<file path="src/ext_bus_pkg.sv">
// package of constants and carrier types for the external bus cycle sequencer
package ext_bus_pkg;
    // ------------------------------------------------------------------
    // geometry and reset values
    // ------------------------------------------------------------------
    localparam int          AREA_COUNT      = 8;
    localparam int          ADDR_WIDTH      = 24;
    localparam logic [1:0]  PROG_WAIT_RESET = 2'h3;
    localparam logic        STATE3_RESET    = 1'b1;
    localparam logic        WIDTH16_RESET   = 1'b1;
    localparam logic        PIN_WAIT_RESET  = 1'b0;
    localparam logic        IDLE_EN_RESET   = 1'b1;
    localparam logic [3:0]  BURST_SHORT     = 4'h4;
    localparam logic [3:0]  BURST_LONG      = 4'h8;
    localparam logic [2:0]  BURST_AREA      = 3'h0;

    // ------------------------------------------------------------------
    // sequencer states, one-hot
    // ------------------------------------------------------------------
    typedef enum logic [6:0] {
        ST_IDLE  = 7'h01,
        ST_GAP   = 7'h02,
        ST_FIRST = 7'h04,
        ST_SECND = 7'h08,
        ST_WAIT  = 7'h10,
        ST_THIRD = 7'h20,
        ST_BURST = 7'h40
    } seq_t;

    // access request from the internal bus
    typedef struct packed {
        logic                  valid;
        logic                  write;
        logic                  word;
        logic                  fetch;
        logic [2:0]            area;
        logic [ADDR_WIDTH-1:0] addr;
        logic [15:0]           wdata;
    } req_t;

    // per-area and global configuration
    typedef struct packed {
        logic [AREA_COUNT-1:0]   state3;
        logic [AREA_COUNT-1:0]   width16;
        logic [2*AREA_COUNT-1:0] progWait;
        logic                    pinWaitEnable;
        logic                    burstRomSelect;
        logic                    burstCycleLength;
        logic                    burstWordLimit;
        logic                    idleBetweenAreaReads;
        logic                    idleWriteAfterRead;
        logic                    advancedMode;
    } cfg_t;

    // external pins
    typedef struct packed {
        logic [ADDR_WIDTH-1:0] addr;
        logic [15:0]           dataOut;
        logic [1:0]            dataOe;
        logic [AREA_COUNT-1:0] areaChipSelectN;
        logic                  addressValidStrobeN;
        logic                  readStrobeN;
        logic                  highByteWriteStrobeN;
        logic                  lowByteWriteStrobeN;
    } pins_t;
endpackage

</file>
<file path="src/external_bus_cycle_timing.sv">
// external bus cycle sequencer: basic, wait, burst rom and idle cycles
// Summary of operation
// - 8-bit space: upper lanes, low strobe high
// - 2-state areas never take wait states
// - 3-state areas may take wait states
// - 16-bit: even byte upper, odd lower
// - 0 to 3 program waits after second state
// - program waits first, then wait pin
// - wait pin low keeps adding wait states
// - one pin wait enable for all areas
// - power-on: 3-state, 3 waits, pin ignored
// - manual reset keeps settings and finishes cycle
// - area 0 may be burst rom space
// - burst only for cpu instruction fetches
// - burst limit four or eight words
// - initial burst cycle 3-state only; 2-state area0 never bursts
// - burst cycles one or two states, no waits
// - burst rom space forced to 16-bit
// - idle cycle is exactly one state
// - idle between reads of different areas, advanced
// - idle before write following a read
// - idle insertion enabled after reset
// - idle: next address, data floats, strobes high
// - high strobe upper lanes, low strobe lower
// - area chip select low during access
`timescale 1ns/1ps
module external_bus_cycle_timing #(
    parameter int AREAS = ext_bus_pkg::AREA_COUNT
) (
    input  wire logic               ref_clk,
    input  wire logic               rstn,
    input  wire logic               manualResetN,
    input  wire ext_bus_pkg::req_t  req,
    input  wire ext_bus_pkg::cfg_t  cfgIn,
    input  wire logic               cfgWrite,
    input  wire logic               waitInN,
    input  wire logic [15:0]        dataIn,
    output logic                    reqReady,
    output logic                    cycleDone,
    output logic [15:0]             rdata,
    output ext_bus_pkg::cfg_t       cfg,
    output ext_bus_pkg::pins_t      pins
);
    // ------------------------------------------------------------------
    // state record
    // ------------------------------------------------------------------
    typedef struct packed {
        ext_bus_pkg::seq_t  seq;
        ext_bus_pkg::req_t  cur;
        ext_bus_pkg::cfg_t  cfg;
        ext_bus_pkg::pins_t pins;
        logic [1:0]         waitLeft;
        logic [3:0]         burstCnt;
        logic               lastRead;
        logic [2:0]         lastArea;
        logic               lastValid;
        logic               burstPhase;
        logic               done;
        logic [15:0]        rdata;
    } state_t;

    state_t s_q;
    state_t s_d;

    // ------------------------------------------------------------------
    // derived per-cycle attributes
    // ------------------------------------------------------------------
    logic       isBurstArea;
    logic       is16;
    logic       is3;
    logic [1:0] progW;
    logic       byteOdd;
    logic       idleNeeded;
    logic       canBurst;
    logic [3:0] burstMax;
    logic       reqIs16;

    // burst rom space forces 16-bit width and uses area0 state count
    always_comb begin
        isBurstArea = s_q.cfg.burstRomSelect && (s_q.cur.area == ext_bus_pkg::BURST_AREA);
        is16        = isBurstArea | s_q.cfg.width16[s_q.cur.area];
        is3         = s_q.cfg.state3[s_q.cur.area];
        // width of the waiting request, so its first state already uses the right lanes
        reqIs16     = (s_q.cfg.burstRomSelect && (req.area == ext_bus_pkg::BURST_AREA))
                      | s_q.cfg.width16[req.area];
        progW       = s_q.cfg.progWait[2*s_q.cur.area +: 2];
        byteOdd     = s_q.cur.addr[0];
        burstMax    = s_q.cfg.burstWordLimit ? ext_bus_pkg::BURST_LONG
                                             : ext_bus_pkg::BURST_SHORT;
        // next sequential fetch in the same area continues the burst
        canBurst    = isBurstArea && req.valid && req.fetch && s_q.cur.fetch
                      && !req.write && (req.area == ext_bus_pkg::BURST_AREA)
                      && (req.addr == s_q.cur.addr + ext_bus_pkg::ADDR_WIDTH'(2))
                      && (s_q.burstCnt < burstMax);
        idleNeeded  = s_q.lastValid && s_q.lastRead
                      && ((req.write && s_q.cfg.idleWriteAfterRead)
                          || (!req.write && s_q.cfg.idleBetweenAreaReads
                              && s_q.cfg.advancedMode
                              && (req.area != s_q.lastArea)));
    end

    // ready only when the sequencer can start a new cycle on the next edge
    assign reqReady  = (s_q.seq == ext_bus_pkg::ST_IDLE) && manualResetN;
    assign cycleDone = s_q.done;
    assign rdata     = s_q.rdata;
    assign cfg       = s_q.cfg;
    assign pins      = s_q.pins;

    // ------------------------------------------------------------------
    // next-state logic
    // ------------------------------------------------------------------
    function automatic ext_bus_pkg::pins_t drivePins(ext_bus_pkg::req_t r, logic w16,
                                                     logic strobe);
        ext_bus_pkg::pins_t p;
        p = '{addr: r.addr, dataOut: 16'h0000, dataOe: 2'h0,
              areaChipSelectN: '1, addressValidStrobeN: 1'b1, readStrobeN: 1'b1,
              highByteWriteStrobeN: 1'b1, lowByteWriteStrobeN: 1'b1};
        p.areaChipSelectN[r.area] = 1'b0;
        p.addressValidStrobeN = 1'b0;
        if (!r.write) begin
            p.readStrobeN = ~strobe;
        end else if (!w16) begin
            p.dataOut = {r.wdata[7:0], 8'h00};
            p.dataOe  = 2'h2;
            p.highByteWriteStrobeN = ~strobe;
        end else if (r.word) begin
            p.dataOut = r.wdata;
            p.dataOe  = 2'h3;
            p.highByteWriteStrobeN = ~strobe;
            p.lowByteWriteStrobeN  = ~strobe;
        end else if (r.addr[0]) begin
            p.dataOut = {8'h00, r.wdata[7:0]};
            p.dataOe  = 2'h1;
            p.lowByteWriteStrobeN = ~strobe;
        end else begin
            p.dataOut = {r.wdata[7:0], 8'h00};
            p.dataOe  = 2'h2;
            p.highByteWriteStrobeN = ~strobe;
        end
        return p;
    endfunction

    // idle pin state: all strobes high, data floating
    function automatic ext_bus_pkg::pins_t restPins(logic [ext_bus_pkg::ADDR_WIDTH-1:0] a);
        ext_bus_pkg::pins_t p;
        p = '{addr: a, dataOut: 16'h0000, dataOe: 2'h0,
              areaChipSelectN: '1, addressValidStrobeN: 1'b1, readStrobeN: 1'b1,
              highByteWriteStrobeN: 1'b1, lowByteWriteStrobeN: 1'b1};
        return p;
    endfunction

    // capture read data onto byte lanes, 8-bit space uses the upper lane
    function automatic logic [15:0] capture(ext_bus_pkg::req_t r, logic w16,
                                            logic [15:0] d);
        if (!w16 || (!r.word && !r.addr[0])) begin
            return {8'h00, d[15:8]};
        end else if (!r.word) begin
            return {8'h00, d[7:0]};
        end
        return d;
    endfunction

    always_comb begin
        s_d      = s_q;
        s_d.done = 1'b0;
        if (cfgWrite) begin
            s_d.cfg = cfgIn;
        end
        case (s_q.seq)
            ext_bus_pkg::ST_IDLE: begin
                s_d.pins = restPins(s_q.pins.addr);
                if (req.valid && manualResetN) begin
                    s_d.cur      = req;
                    s_d.burstCnt = 4'h1;
                    if (idleNeeded) begin
                        s_d.seq  = ext_bus_pkg::ST_GAP;
                        s_d.pins = restPins(req.addr);
                    end else begin
                        s_d.seq  = ext_bus_pkg::ST_FIRST;
                        s_d.pins = drivePins(req, reqIs16, 1'b0);
                    end
                end
            end
            ext_bus_pkg::ST_GAP: begin
                // single idle state, then the real cycle begins
                s_d.seq  = ext_bus_pkg::ST_FIRST;
                s_d.pins = drivePins(s_q.cur, is16, 1'b0);
            end
            ext_bus_pkg::ST_FIRST: begin
                s_d.seq      = ext_bus_pkg::ST_SECND;
                s_d.pins     = drivePins(s_q.cur, is16, 1'b1);
                s_d.waitLeft = is3 ? progW : 2'h0;
            end
            ext_bus_pkg::ST_SECND, ext_bus_pkg::ST_WAIT: begin
                s_d.pins = drivePins(s_q.cur, is16, 1'b1);
                if (!is3) begin
                    s_d.seq = ext_bus_pkg::ST_IDLE;
                end else if (s_q.waitLeft != 2'h0) begin
                    s_d.seq      = ext_bus_pkg::ST_WAIT;
                    s_d.waitLeft = s_q.waitLeft - 2'h1;
                end else if (s_q.cfg.pinWaitEnable && !waitInN && manualResetN) begin
                    // pin checked only once program waits ran out; a manual reset
                    // ignores the pin so the running cycle still completes
                    s_d.seq = ext_bus_pkg::ST_WAIT;
                end else begin
                    s_d.seq = ext_bus_pkg::ST_THIRD;
                end
                if (!is3) begin
                    s_d.rdata = capture(s_q.cur, is16, dataIn);
                    s_d.done  = 1'b1;
                end
            end
            ext_bus_pkg::ST_THIRD, ext_bus_pkg::ST_BURST: begin
                s_d.rdata = capture(s_q.cur, is16, dataIn);
                s_d.done  = 1'b1;
                if (canBurst && manualResetN) begin
                    // address steps while chip select and read stay low
                    s_d.cur        = req;
                    s_d.burstCnt   = s_q.burstCnt + 4'h1;
                    s_d.seq        = ext_bus_pkg::ST_BURST;
                    s_d.burstPhase = s_q.cfg.burstCycleLength;
                    s_d.pins       = drivePins(req, 1'b1, 1'b1);
                    s_d.done       = 1'b0;
                end else begin
                    s_d.seq = ext_bus_pkg::ST_IDLE;
                end
                if (s_q.seq == ext_bus_pkg::ST_BURST && s_q.burstPhase) begin
                    s_d.seq        = ext_bus_pkg::ST_BURST;
                    s_d.burstPhase = 1'b0;
                    s_d.cur        = s_q.cur;
                    s_d.burstCnt   = s_q.burstCnt;
                    s_d.pins       = s_q.pins;
                    s_d.done       = 1'b0;
                    s_d.rdata      = s_q.rdata;
                end
            end
            default: begin
                s_d.seq = ext_bus_pkg::ST_IDLE;
            end
        endcase
        // remember the finished cycle for idle decisions
        if (s_d.done) begin
            s_d.lastValid = 1'b1;
            s_d.lastRead  = !s_q.cur.write;
            s_d.lastArea  = s_q.cur.area;
            s_d.pins      = (s_d.seq == ext_bus_pkg::ST_IDLE) ? restPins(s_q.cur.addr)
                                                               : s_d.pins;
        end
    end

    // ------------------------------------------------------------------
    // state register: manual reset is not a reset, so settings survive it
    // ------------------------------------------------------------------
    always_ff @(posedge ref_clk) begin
        if (!rstn) begin
            s_q.seq  <= ext_bus_pkg::ST_IDLE;
            s_q.cur  <= '0;
            s_q.cfg  <= '{state3: {AREAS{ext_bus_pkg::STATE3_RESET}},
                          width16: {AREAS{ext_bus_pkg::WIDTH16_RESET}},
                          progWait: {AREAS{ext_bus_pkg::PROG_WAIT_RESET}},
                          pinWaitEnable: ext_bus_pkg::PIN_WAIT_RESET,
                          burstRomSelect: 1'b0, burstCycleLength: 1'b0,
                          burstWordLimit: 1'b0,
                          idleBetweenAreaReads: ext_bus_pkg::IDLE_EN_RESET,
                          idleWriteAfterRead: ext_bus_pkg::IDLE_EN_RESET,
                          advancedMode: 1'b1};
            s_q.pins <= '{addr: '0, dataOut: 16'h0000, dataOe: 2'h0,
                          areaChipSelectN: '1, addressValidStrobeN: 1'b1,
                          readStrobeN: 1'b1, highByteWriteStrobeN: 1'b1,
                          lowByteWriteStrobeN: 1'b1};
            s_q.waitLeft   <= 2'h0;
            s_q.burstCnt   <= 4'h0;
            s_q.lastRead   <= 1'b0;
            s_q.lastArea   <= 3'h0;
            s_q.lastValid  <= 1'b0;
            s_q.burstPhase <= 1'b0;
            s_q.done       <= 1'b0;
            s_q.rdata      <= 16'h0000;
        end else begin
            s_q <= s_d;
        end
    end
endmodule // external_bus_cycle_timing

</file>
<file path="config.mk">
export PLATFORM = sky130hd
export DESIGN_NAME = external_bus_cycle_timing
export DESIGN_NICKNAME = d
export VERILOG_FILES = /design/src/ext_bus_pkg.sv /design/src/external_bus_cycle_timing.sv
export SDC_FILE = /design/constraint.sdc
export NUM_CORES = 1
export LEC_CHECK = 0
export BUFFER_PORTS_ARGS = -buffer_cell sky130_fd_sc_hd__clkbuf_2
export CORE_ASPECT_RATIO = 1.75
export CORE_MARGIN = 2
export CORE_UTILIZATION = 24
export DETAILED_ROUTE_END_ITERATION = 7
export PLACE_DENSITY_LB_ADDON = 0.08
export RECOVER_POWER = 50
export SETUP_SLACK_MARGIN = 0.15
export SLEW_MARGIN = 25
export SYNTH_ARGS = -nofsm -noshare
export SYNTH_HDL_FRONTEND = slang
export SYNTH_SLANG_ARGS = --single-unit
</file>
<file path="constraint.sdc">
create_clock -name ref_clk -period 3.3 [get_ports ref_clk]
set_input_delay 0.66 -clock ref_clk [delete_from_list [all_inputs] [get_ports ref_clk]]
set_output_delay 0.66 -clock ref_clk [all_outputs]
set_load 0.005 [all_outputs]
</file>
Yosys cells after proc, flatten, opt, wreduce, memory -nomap -nowiden
Index checks and enable logic that the tools add are counted.

storage, ports and cells
  ROM bits = 0
  word-level logic and storage cells = 178
  bits in latches = 0
  register bits = 175
  memories kept = 0
  bits in writable memories = 0
  output and inout bits = 111

operators by class
  bitwise gates (word level) = 4
  div/mod/pow operators = 0
  reductions and logical operators = 46
  add/sub/neg operators = 3
  equality and inequality tests = 16
  order comparisons = 5
  shift operators = 1
  multiply operators = 0
  muxes and demuxes = 70

operator list
  kind                                                                           number
  54-bit two-way mux                                                             7
  54-bit one-hot mux with 4 select lines                                         1
  18-bit two-way mux                                                             10
  46-bit one-hot mux with 2 select lines                                         1
  16-bit two-way mux                                                             4
  47-bit two-way mux                                                             1
  7-bit one-hot mux with 5 select lines                                          1
  17-bit one-hot mux with 2 select lines                                         1
  30-bit two-way mux                                                             1
  24-bit by 2-bit adder with 24-bit output (second input constant)               1
  24-bit equality test                                                           1
  1-bit logical AND                                                              24
  1-bit two-way mux                                                              18
  6-bit two-way mux                                                              3
  17-bit two-way mux                                                             1
  2-bit two-way mux                                                              8
  4-bit two-way mux                                                              4
  8-bit inverter                                                                 2
  16-bit by 5-bit indexed part select with 2-bit output                          1
  7-bit by 1-bit equality test with 1-bit output (second input constant)         2
  2-bit inequality test (second input constant)                                  5
  2-bit nonzero test                                                             5
  1-bit binary-select mux with 3-bit select                                      3
  3-bit by 4-bit less-than comparator with 1-bit output (second input constant)  2
  other kinds (26)                                                               38

Longest topological paths before layout
Gate-level depths: netlist (run 1).

  depth after elaboration = 16
  mapped depth = 14
  depth with buffers taken out = 11

Worst setup path after synthesis (run 1)
OpenSTA, ideal clock, no wires.

  path type = reg2reg
  start point = register s_q[148] (netlist name)
  end point = register, netlist name pins[44]
  data required time = 3178 ps
  cell stages (with the launch flop) = 12
  setup slack = -281 ps
  period minus slack after synthesis = 3581 ps
  arrival time = 3459 ps
  cells stage by stage = dfxtp_1 -> clkbuf_1 -> nand4_1 -> or4_4 -> or3_1 -> a211o_1 -> or4_1 -> or4b_4 -> nor2_4 -> buf_4 -> nor3_1 -> a221o_1

between the ends
  word-level cells in the longest chain between the ends = 11
  elaborated cells on any way between the ends = 17
  those cells by class = add/sub: 1; eq/ne: 2; mux: 11; reduce/logical: 3

ends and longest elaborated chain
  what                                            RTL line                          RTL
  from (decl)                                     external_bus_cycle_timing.sv:62   state_t s_q;
  24-bit by 2-bit adder with 24-bit output *      external_bus_cycle_timing.sv:93   && (req.addr == s_q.cur.addr + ext_bus_pkg::ADDR_WIDTH'(2))
  24-bit equality test *                          external_bus_cycle_timing.sv:93
  1-bit logical AND *                             external_bus_cycle_timing.sv:93
  1-bit logical AND *                             external_bus_cycle_timing.sv:94   && (s_q.burstCnt < burstMax);
  1-bit logical AND *                             external_bus_cycle_timing.sv:216  if (canBurst && manualResetN) begin
  7-bit two-way mux                               external_bus_cycle_timing.sv:216
  54-bit two-way mux                              external_bus_cycle_timing.sv:227  if (s_q.seq == ext_bus_pkg::ST_BURST && s_q.burstPhase) begin
  7-bit one-hot mux with 5 select lines           external_bus_cycle_timing.sv:169  case (s_q.seq)
  7-bit by 1-bit equality test with 1-bit output  external_bus_cycle_timing.sv:246  s_d.pins = (s_d.seq == ext_bus_pkg::ST_IDLE) ? restPins(s_q.cur.addr)
  54-bit two-way mux                              external_bus_cycle_timing.sv:246
  54-bit two-way mux *                            external_bus_cycle_timing.sv:242  if (s_d.done) begin

Mark *: on every way between the ends. The rest lies on a longest branch, timed or not. The select of a mux whose other input is x is not followed.
A chain may end at the register's enable or synchronous reset.

Worst setup path after layout (run 1)
  start point = register s_q[144] (netlist name)
  end point = register s_q[122] (netlist name)

between the ends
  word-level cells in the longest chain between the ends = 7

ends and longest elaborated chain
  what                                      RTL line
  24-bit by 2-bit adder with 24-bit output  external_bus_cycle_timing.sv:93
  24-bit equality test                      external_bus_cycle_timing.sv:93
  1-bit logical AND                         external_bus_cycle_timing.sv:93
  1-bit logical AND                         external_bus_cycle_timing.sv:94
  1-bit logical AND                         external_bus_cycle_timing.sv:216
  2-bit inequality test (no line)           -
  4-bit AND reduction (no line)             -

Every way passes these cells.

==> results.yml, run 1 <==
timing:
  hold-worst-slack_ns: 0.418
  worst_clock_skew_ns: 0.0122
  worst-slew-pin-transition_ns: 1.52
  worst_slack_ns: -0.244
  grt_setup_unrepaired: "yes"
  finalSetupViolCount: 92
  period_needed_ns: 3.54
  slew_headroom_pct: -1.05
  hold_viol: 0
  final_min_period_over_clock_period_pct: 107
  fmax_mhz: 282
  report.final.slew_viol_count: 22
  accumulated_negative_setup_slack_ns: -14.54
finish:
  layout-drive-gt1-share_pct: 34.0
  layout_overhead_on_the_synthesized_area_pct: 29.2
  final_instance_count_without_filler_cells: 1829
  diodes: 0
  mostFrequentLayoutCell: "sky130_fd_sc_hd__clkbuf_2"
  final_nets: 1438
  highest_count_cells_in_the_layout_ignoring_fill_and_taps: "sky130_fd_sc_hd__clkbuf_2, sky130_fd_sc_hd__dfxtp_1, sky130_fd_sc_hd__nand2_1"
  final_core_utilization_pct: 31.3
synthesis:
  post_synth_inst_count: 1142
  synth_enable_flop_cells: 0
  syn-cell-area_um2: 9420
  yosys_register_bits: 175
  synth_cell_types: 69
  avgSynthCellArea_um2: 8.25
  synth_sequential_area_ratio_pct: 37.2
  syn_nets: 1253
  yosys_warnings: 0
  main_synth_ff_type: "sky130_fd_sc_hd__dfxtp_1"
  ys_async_sr_fraction_pct: 0
route:
  drtAntennaViolNets: 0
  detailedRoute.firstIterationViolations: 434
  wirelength_um: 36100
  wl_per_cell_um: 19.7
  routed-via-count: 8880
  remaining_drc_errors: 0
  routed_via_density: 4.86
  firstDrtPassIters: 6
clock_network:
  cts.clk_slew.worst_paths_ns: 0.07
  clk_latency_ns: 0.45
  cts-root-to-sink-buffers: 2
  holdBufCountCts: 0
  cts_inserted_buffers: 17
  cts_tree: "done"
  level_count_of_the_clock_h_tree: 4
  clock_sinks: 175
  clockRootBuffer: "sky130_fd_sc_hd__clkbuf_16"
die:
  effective_utilization_at_floorplan_pct: 24.2
  io-pin-count: 218
  rows: 96
  design.core.area_um2: 38900
  horizontal_die_dimension_um: 154
  floorplan.die_area_um2: 40900
  fp.dieH_um: 266
global_route:
  grt_first_pass_wirelength_um: 54100
  grt_pass1_vias: 8934
  largest_net_degree_at_the_start_of_global_routing: 77
  grt_util_all_layers_pct: 17.3
  grt.overflow.total: 0
  grt_antenna_before_repair: 0
setup_path:
  worstSetupStartpointType: "flop"
  cp-end-kind: "flop"
  cp.required_ns: 3.68
  worstPathArrival_ns: 3.92
  critical_path_class: "flop to flop"
  path_max_fanout: 13
power:
  cellLeakagePower_nw: 4.85
  power.density_cell_area_nw_per_um2: 439
  vdd_drop_max_uv: 286
placed_design:
  dp.final_hpwl_um: 26800
  place.gp.congestion: 0.782
  placed_cells_incl_taps: 1783
  port_buffers: 217
run_status:
  failed_checks: "capacitance limit, slew limit, setup timing"
  outcome: "finished with violations"
flow_run:
  maxCapViolations: 1
min_path:
  holdCritPathClass: "input pin to flop"
==> synth_stat cells (all sizes together), types with 3 or more instances <==
master / instances / area share [%]
and4: 3 / 0.28
a222oi: 8 / 0.85
and3: 11 / 0.73
nor4: 11 / 0.73
a311oi: 12 / 1.1
nor4b: 3 / 0.44
o22ai: 17 / 1.2
or4: 5 / 0.44
mux2i: 45 / 4.8
nand4b: 3 / 0.28
mux4: 6 / 1.4
nor2: 73 / 3.0
ha: 4 / 0.53
a21oi: 44 / 2.3
o21ai: 60 / 3.2
a31oi: 9 / 0.60
or3: 9 / 0.60
nor3b: 4 / 0.32
nand2b: 9 / 0.60
a211o: 9 / 0.84
nor2b: 6 / 0.40
nor3: 47 / 2.5
or2: 5 / 0.33
a31o: 5 / 0.46
nand2: 158 / 6.3
and2: 8 / 0.53
nand3b: 4 / 0.32
nand4: 11 / 0.89
inv: 13 / 0.52
xnor2: 20 / 1.9
xor2: 12 / 1.1
clkbuf: 53 / 2.1
nand3: 64 / 3.5
a221o: 20 / 2.1
dfxtp: 175 / 37
o211ai: 4 / 0.32
a22oi: 26 / 2.1
a211oi: 7 / 0.56
buf: 134 / 10
==> layout make-up <==
class / count / area, µm²
clock buffer: 20 / 467
multi-input combinational: 766 / 5110
fill: 4305 / 26700
timing repair buffer: 353 / 2320
inverter: 14 / 52.6
sequential: 175 / 3520
tap: 490 / 613
clock inverter: 11 / 104
==> worst paths after layout <==
kind                         startpoint                     to  slack, ns  cells after the start
hold / removal                 cfgIn[2]    cfg[2]$_SDFFE_PN1P_       0.42                      3
setup reg to reg  s_q[144]$_SDFFE_PN0P_  s_q[122]$_SDFFE_PN0P_      -0.24                     12
hold reg to reg     pins[13]$_SDFF_PN0_    pins[13]$_SDFF_PN0_       0.46                      2
setup / recovery  s_q[144]$_SDFFE_PN0P_  s_q[122]$_SDFFE_PN0P_      -0.24                     12
==> critical path: stages, from the launching register on <==
cell and delay, ns:
sky130_fd_sc_hd__dfxtp_2 0.35, sky130_fd_sc_hd__nand4_4 0.11, sky130_fd_sc_hd__or4_4 0.55, sky130_fd_sc_hd__or3_4 0.39, sky130_fd_sc_hd__a211o_1 0.28, sky130_fd_sc_hd__or4_4 0.48, sky130_fd_sc_hd__or4b_4 0.54, sky130_fd_sc_hd__o22ai_4 0.16
sky130_fd_sc_hd__buf_12 0.15, sky130_fd_sc_hd__buf_12 0.13, sky130_fd_sc_hd__clkbuf_16 0.17, sky130_fd_sc_hd__nand3_1 0.07, sky130_fd_sc_hd__o21ai_0 0.07
==> report_power, final <==
| group | total (mW) | switching [mW] | internal, mW |
|---|---|---|---|
| sequential | 2.27 | 0.0713 | 2.20 |
| combinational | 1.02 | 0.575 | 0.443 |
| clock | 2.06 | 0.956 | 1.10 |
==> registers in the layout, indices dropped and copies added, names as in the netlist <==
register   count
s_q           64
pins          54
cfg           39
rdata         16
byteOdd        1
cycleDone      1
==> kinds of logic after synthesis <==
| group | share of synthesized area (%) |
|---|---|
| compound gates | 17.4 |
| fa+ha+maj | 0.637 |
| flops | 37.2 |
| xor+xnor | 2.97 |
| buf+inv | 13.1 |
| simple gates | 22.5 |
| mux | 6.33 |
==> what timing repair did <==
item,in CTS,in global routing
pin swaps,2,30
resized for setup,16,92
buffers inserted,6,5
hold endpoints to repair,0,0
endpoints found under the setup margin,111,118
cloned,1,3
==> stage by stage <==
step	power (mW)	cell area (µm²)	worst slack, ns
final	5.35	12200	-0.244
after global routing	5.61	12200	-0.349
after CTS	5.41	11800	-0.272
after detailed placement	3.27	11100	-0.343
after global placement	3.27	11100	-0.335
after floorplan	2.86	9570	-0.178
==> layer usage <==
| layer | share of wire [%] | track usage, % | wire [µm] |
|---|---|---|---|
| met1 | 37 | 18.0 | 13500 |
| met3 | 4.0 | 3.40 | 1460 |
| met2 | 57 | 34.2 | 20400 |
| met4 | 2.2 | 5.75 | 779 |
| met5 | 0 | 0 | 0 |
No activity file was read; power rests on OpenSTA's default activity.
==> run 2: changes to the inputs <==
--- a/config.mk
+++ b/config.mk
@@ -9,9 +9,9 @@
 export CORE_ASPECT_RATIO = 1.75
 export CORE_MARGIN = 2
 export CORE_UTILIZATION = 24
+export CTS_BUF_LIST = sky130_fd_sc_hd__clkbuf_4 sky130_fd_sc_hd__clkbuf_8 sky130_fd_sc_hd__clkbuf_16
 export DETAILED_ROUTE_END_ITERATION = 7
 export PLACE_DENSITY_LB_ADDON = 0.08
-export RECOVER_POWER = 50
 export SETUP_SLACK_MARGIN = 0.15
 export SLEW_MARGIN = 25
 export SYNTH_ARGS = -nofsm -noshare
==> run 2 against run 1 <==
Compared with the run above:
- the run ends with setup timing left
- critical path type unchanged
- total power rose by 0.13%
- hold slack got worse by 0.0013 ns
- largest power group unchanged
- register-to-register slack barely moved
- clock power barely moved
- highest routed layer unchanged
- count of clock-buffer cells in the layout did not move
- largest cell class unchanged
==> results.yml, run 2 (synthesis gave the netlist of run 1 again) <==
die:
  horizontal_die_dimension_um: 154
  effective_utilization_at_floorplan_pct: 24.2
  io-pin-count: 218
  design.core.area_um2: 38900
  fp.dieH_um: 266
  floorplan.die_area_um2: 40900
  rows: 96
timing:
  worst-slew-pin-transition_ns: 0.683
  fmax_mhz: 282
  worst_clock_skew_ns: 0.0118
  hold_viol: 0
  worst_slack_ns: -0.245
  finalSetupViolCount: 91
  grt_setup_unrepaired: "yes"
  report.final.slew_viol_count: 0
  period_needed_ns: 3.55
  final_min_period_over_clock_period_pct: 107
  slew_headroom_pct: 54.2
route:
  remaining_drc_errors: 0
  detail_route.wirelength.met1_um: 13400
  wl_per_cell_um: 19.7
  routed_via_density: 4.85
  wirelength_um: 36000
  routed-via-count: 8876
  detailroute.wirelength.met3_um: 1420
  drtAntennaViolNets: 0
  top_layer: "met4"
  met2RoutedLength_um: 20400
  firstDrtPassIters: 5
  detailedRoute.firstIterationViolations: 428
finish:
  layout-drive-gt1-share_pct: 36.8
  final_nets: 1438
  multi_input_area_um2: 5110
  diodes: 0
  layout.filler_cells: 4304
  layout_overhead_on_the_synthesized_area_pct: 29.9
  mostFrequentLayoutCell: "sky130_fd_sc_hd__clkbuf_2"
  final_core_utilization_pct: 31.5
  registers.top_by_ff_count: "s_q"
  final-seq-area_um2: 3520
  largest_register_ffs: 64
  highest_count_cells_in_the_layout_ignoring_fill_and_taps: "sky130_fd_sc_hd__clkbuf_2, sky130_fd_sc_hd__dfxtp_1, sky130_fd_sc_hd__nand2_1"
  reg_top3: "s_q x64, pins x54, cfg x39"
setup_path:
  cp.required_ns: 3.68
  worstSetupStartpointType: "flop"
  path_max_fanout: 13
  cpPeakStageDelay_ns: 0.55
  path_cells: "nand4_4 -> or4_4 -> or3_4 -> a211o_1 -> or4_4 -> or4b_4 -> o22ai_4 -> buf_12 -> buf_12 -> clkbuf_16 -> nand3_1 -> o21ai_0"
  worstReg2RegStart: "s_q[144]$_SDFFE_PN0P_"
  rr_worst_depth: 12
  cp-end-kind: "flop"
  r2r_slack_ns: -0.25
  timing.critical_path.slowest_stage_cell: "sky130_fd_sc_hd__or4_4"
  critical_path_class: "flop to flop"
  worstPathArrival_ns: 3.92
  critical_path.reg2reg.endpoint: "s_q[122]$_SDFFE_PN0P_"
min_path:
  holdCritPathClass: "input pin to flop"
  min_from: "cfgIn[2]"
  min_delay_worst_endpoint: "cfg[2]$_SDFFE_PN1P_"
  worst_hold_path.num_cells: 3
power:
  power.density_cell_area_nw_per_um2: 438
  p_switching_mw: 1.60
  finalPower_mw: 5.36
  power.share.clock_pct: 38.5
  power.internal_mw: 3.75
  vdd_drop_max_uv: 286
  netSwitchingFraction_pct: 30.0
  cellLeakagePower_nw: 4.98
  power_frac_seq_pct: 42.4
  pwr-share-comb_pct: 19.1
clock_network:
  cts_inserted_buffers: 17
  cts-root-to-sink-buffers: 2
  holdBufCountCts: 0
  clock_sinks: 175
  level_count_of_the_clock_h_tree: 4
  clockRootBuffer: "sky130_fd_sc_hd__clkbuf_16"
  clk_latency_ns: 0.45
  cts_tree: "done"
  cts.clk_slew.worst_paths_ns: 0.07
run_status:
  outcome: "finished with violations"
  failed_checks: "setup timing"
global_route:
  grt_antenna_before_repair: 0
  grt_first_pass_wirelength_um: 54100
  grt_util_all_layers_pct: 17.3
  largest_net_degree_at_the_start_of_global_routing: 77
  grt_pass1_vias: 8934
  grt.overflow.total: 0
flow_run:
  maxCapViolations: 0
placed_design:
  port_buffers: 217
  dp.final_hpwl_um: 26800
  place.gp.congestion: 0.782
[run 2: repair_timing]
action / CTS / global route
setup endpoints to repair: 111 / 118
hold endpoints to repair: 0 / 0
setup buffers: 6 / 5
gates cloned: 1 / 3
pin swaps: 2 / 30
resized for setup: 16 / 92
[run 2: final cells by class]
cell class | instances | area share (%)
multi-input cells | 766 | 41.7
flip-flops and latches | 175 | 28.7
well taps | 490 | 5.01
repair buffers | 353 | 19.4
clock inverters | 11 | 0.848
inverters | 14 | 0.429
clock buffers | 20 | 3.81
[run 2: power by group through the flow]
| stage | clock [mW] | combinational, mW | sequential [mW] |
|---|---|---|---|
| 2_1_floorplan | 0 | 0.562 | 2.30 |
| 3_3_place_gp | 0 | 0.945 | 2.32 |
| 3_5_place_dp | 0 | 0.945 | 2.32 |
| 4_1_cts | 2.16 | 0.980 | 2.28 |
| 5_1_grt | 2.21 | 1.12 | 2.29 |
| 6_report | 2.06 | 1.02 | 2.27 |
[run 2: stage by stage]
| stage | cells | worst slack, ns | hold WS [ns] | setup TNS [ns] | cell area (µm²) |
|---|---|---|---|---|---|
| final | 1829 | -0.245 | 0.416 | -14.46 | 12200 |
| after global routing | 1829 | -0.349 | 0.407 | -27.53 | 12200 |
| after CTS | 1821 | -0.272 | 0.390 | -18.20 | 11800 |
| after detailed placement | 1783 | -0.343 | 0.439 | -25.64 | 11100 |
| after global placement | 1783 | -0.335 | 0.438 | -24.28 | 11100 |
| after floorplan | 1142 | -0.178 | 0.427 | -8.85 | 9570 |
[run 2: worst max-delay path by stage]
stage | start | to | slack, ns
2_1_floorplan | s_q[144]$_SDFFE_PN0P_ | pins[49]$_SDFF_PN0_ | -0.18
3_3_place_gp | s_q[139]$_SDFFE_PN0P_ | pins[32]$_SDFF_PN0_ | -0.34
3_5_place_dp | req[20] | s_q[132]$_SDFFE_PN0P_ | -0.34
4_1_cts | s_q[144]$_SDFFE_PN0P_ | s_q[140]$_SDFFE_PN0P_ | -0.27
5_1_grt | s_q[144]$_SDFFE_PN0P_ | s_q[129]$_SDFFE_PN0P_ | -0.35
6_report | s_q[144]$_SDFFE_PN0P_ | s_q[122]$_SDFFE_PN0P_ | -0.25
[run 2: per-layer routing]
metal  vias to the layer above  GRT usage (%)
met2                       194           34.2
met3                        38           3.40
met4                         0           5.75
met1                      4289           18.0
met5                         -              0
li1                       4355              -
[run 2: worst max-delay path: cells and delay by family, from the launching register on]
family,cells,cell delay (ns)
AND/OR/NAND/NOR,6,2.14
buffers and inverters,3,0.45
AO/OA/AOI/OAI,3,0.51
flip-flops,1,0.35
==> run 3: changes to the inputs <==
--- a/config.mk
+++ b/config.mk
@@ -13,6 +13,7 @@
 export DETAILED_ROUTE_END_ITERATION = 7
 export PLACE_DENSITY_LB_ADDON = 0.08
 export SETUP_SLACK_MARGIN = 0.15
+export SKIP_LAST_GASP = 1
 export SLEW_MARGIN = 25
 export SYNTH_ARGS = -nofsm -noshare
 export SYNTH_HDL_FRONTEND = slang
==> run 3 against run 2 <==
Compared with the run above:
- the flow still finishes with violations (setup timing)
- via count hardly changed
- combinational power barely moved
- register-to-register slack is essentially flat
- sequential share of layout area rose by 0.12 points
- largest cell class unchanged
- setup slack is essentially flat
- clock skew about the same
- first-iteration DRC count down 9.1%
- global-route usage stayed put
- die area did not move
- largest power group unchanged
==> results.yml, run 3 (synthesis gave the netlist of run 1 again) <==
run_status:
  outcome: "finished with violations"
  failed_checks: "setup timing"
global_route:
  grt_util_all_layers_pct: 17.3
  grt_pass1_vias: 8934
  grt_first_pass_wirelength_um: 54100
  grt_antenna_before_repair: 0
  largest_net_degree_at_the_start_of_global_routing: 77
  grt.overflow.total: 0
finish:
  registers.top_by_ff_count: "s_q"
  mostFrequentLayoutCell: "sky130_fd_sc_hd__clkbuf_2"
  layout-drive-gt1-share_pct: 36.2
  highest_count_cells_in_the_layout_ignoring_fill_and_taps: "sky130_fd_sc_hd__clkbuf_2, sky130_fd_sc_hd__dfxtp_1, sky130_fd_sc_hd__nand2_1"
  reg_top3: "s_q x64, pins x54, cfg x39"
  final_nets: 1438
  layout_overhead_on_the_synthesized_area_pct: 29.4
  final_instance_count_without_filler_cells: 1829
  largest_register_ffs: 64
  diodes: 0
flow_run:
  maxCapViolations: 0
power:
  netSwitchingFraction_pct: 30.1
  power.share.clock_pct: 38.6
  power_frac_seq_pct: 42.4
  vdd_drop_max_uv: 287
  power.internal_mw: 3.75
  pwr-share-comb_pct: 19.0
  power.density_cell_area_nw_per_um2: 440
  cellLeakagePower_nw: 4.96
  p_switching_mw: 1.61
route:
  remaining_drc_errors: 0
  wl_per_cell_um: 19.7
  wirelength_um: 36100
  firstDrtPassIters: 5
  drtAntennaViolNets: 0
  detailedRoute.firstIterationViolations: 389
  routed_via_density: 4.85
  routed-via-count: 8877
setup_path:
  cpPeakStageDelay_ns: 0.55
  cp.required_ns: 3.68
  worst_path_buf_inv: 3
  critical_path_class: "flop to flop"
  worstPathArrival_ns: 3.92
  worstSetupStartpointType: "flop"
  path_cells: "nand4_4 -> or4_4 -> or3_4 -> a211o_1 -> or4_4 -> or4b_4 -> o22ai_4 -> buf_12 -> buf_12 -> clkbuf_16 -> nand3_1 -> o21ai_0"
  cp-end-kind: "flop"
  cpLargestDelayFamily: "simple AND/OR/NAND/NOR gates"
  timing.critical_path.slowest_stage_cell: "sky130_fd_sc_hd__or4_4"
  path_max_fanout: 13
placed_design:
  place.gp.congestion: 0.782
  placed_cells_incl_taps: 1783
  dp.final_hpwl_um: 26800
  port_buffers: 217
timing:
  hold_viol: 0
  fmax_mhz: 282
  worst-slew-pin-transition_ns: 0.692
  worst_slack_ns: -0.245
  final_min_period_over_clock_period_pct: 107
  grt_setup_unrepaired: "yes"
  accumulated_negative_setup_slack_ns: -14.29
  slew_headroom_pct: 53.5
  finalSetupViolCount: 91
  period_needed_ns: 3.55
  report.final.slew_viol_count: 0
  worst_clock_skew_ns: 0.0117
clock_network:
  cts.clk_slew.worst_paths_ns: 0.07
  level_count_of_the_clock_h_tree: 4
  cts_tree: "done"
  clockRootBuffer: "sky130_fd_sc_hd__clkbuf_16"
  holdBufCountCts: 0
  clk_latency_ns: 0.45
  clock_sinks: 175
  cts-root-to-sink-buffers: 2
  cts_inserted_buffers: 17
die:
  floorplan.die_area_um2: 40900
  rows: 96
  horizontal_die_dimension_um: 154
  io-pin-count: 218
  effective_utilization_at_floorplan_pct: 24.2
  fp.dieH_um: 266
  design.core.area_um2: 38900
min_path:
  holdCritPathClass: "input pin to flop"
-- run 3: power groups by stage --
stage          logic (mW)  registers [mW]  clock network, mW
3_3_place_gp        0.945            2.32                  0
2_1_floorplan       0.562            2.30                  0
4_1_cts             0.980            2.28               2.16
6_report             1.02            2.27               2.07
3_5_place_dp        0.945            2.32                  0
5_1_grt              1.11            2.29               2.21
-- run 3: worst min-delay path: stages --
cell and delay [ns]:
sky130_fd_sc_hd__clkbuf_2 0.07, sky130_fd_sc_hd__mux2i_1 0.05, sky130_fd_sc_hd__nand2_1 0.05
-- run 3: final timing paths --
| path | start | endpoint | slack [ns] | cells past startpoint |
|---|---|---|---|---|
| max | s_q[144]$_SDFFE_PN0P_ | s_q[122]$_SDFFE_PN0P_ | -0.25 | 12 |
| min | cfgIn[2] | cfg[2]$_SDFFE_PN1P_ | 0.42 | 3 |
| max reg2reg | s_q[144]$_SDFFE_PN0P_ | s_q[122]$_SDFFE_PN0P_ | -0.25 | 12 |
| min reg2reg | pins[13]$_SDFF_PN0_ | pins[13]$_SDFF_PN0_ | 0.46 | 2 |
-- run 3: repair_timing --
item | 4_1_cts | 5_1_grt
pin swaps | 2 | 20
gates resized for setup | 16 | 78
endpoints found under the setup margin | 111 | 118
cloned | 1 | 3
buffers inserted | 6 | 5
-- run 3: layer usage --
layer / vias up / share of wire [%] / track usage, %
li1: 4354 / - / -
met1: 4287 / 37 / 18.0
met2: 199 / 57 / 34.2
met3: 37 / 3.9 / 3.40
met4: 0 / 2.1 / 5.75
met5: - / 0 / 0
-- run 3: area by class of cell --
class / instances / area, µm²
Tap cell: 490 / 613
Fill cell: 4314 / 26700
Timing Repair Buffer: 353 / 2370
Clock inverter: 11 / 104
Inverter: 14 / 52.6
Multi-Input combinational cell: 766 / 5070
Sequential cell: 175 / 3520
Clock buffer: 20 / 467
-- run 3: metrics by stage --
| step | hold WS, ns | setup WS (ns) | utilization, % | power (mW) | cell area, µm² |
|---|---|---|---|---|---|
| final | 0.416 | -0.245 | 31.3 | 5.36 | 12200 |
| after global routing | 0.407 | -0.357 | 31.3 | 5.61 | 12200 |
| after CTS | 0.390 | -0.272 | 30.4 | 5.41 | 11800 |
| after detailed placement | 0.439 | -0.343 | 28.5 | 3.27 | 11100 |
| after global placement | 0.438 | -0.335 | 28.5 | 3.27 | 11100 |
| after floorplan | 0.427 | -0.178 | - | 2.86 | 9570 |
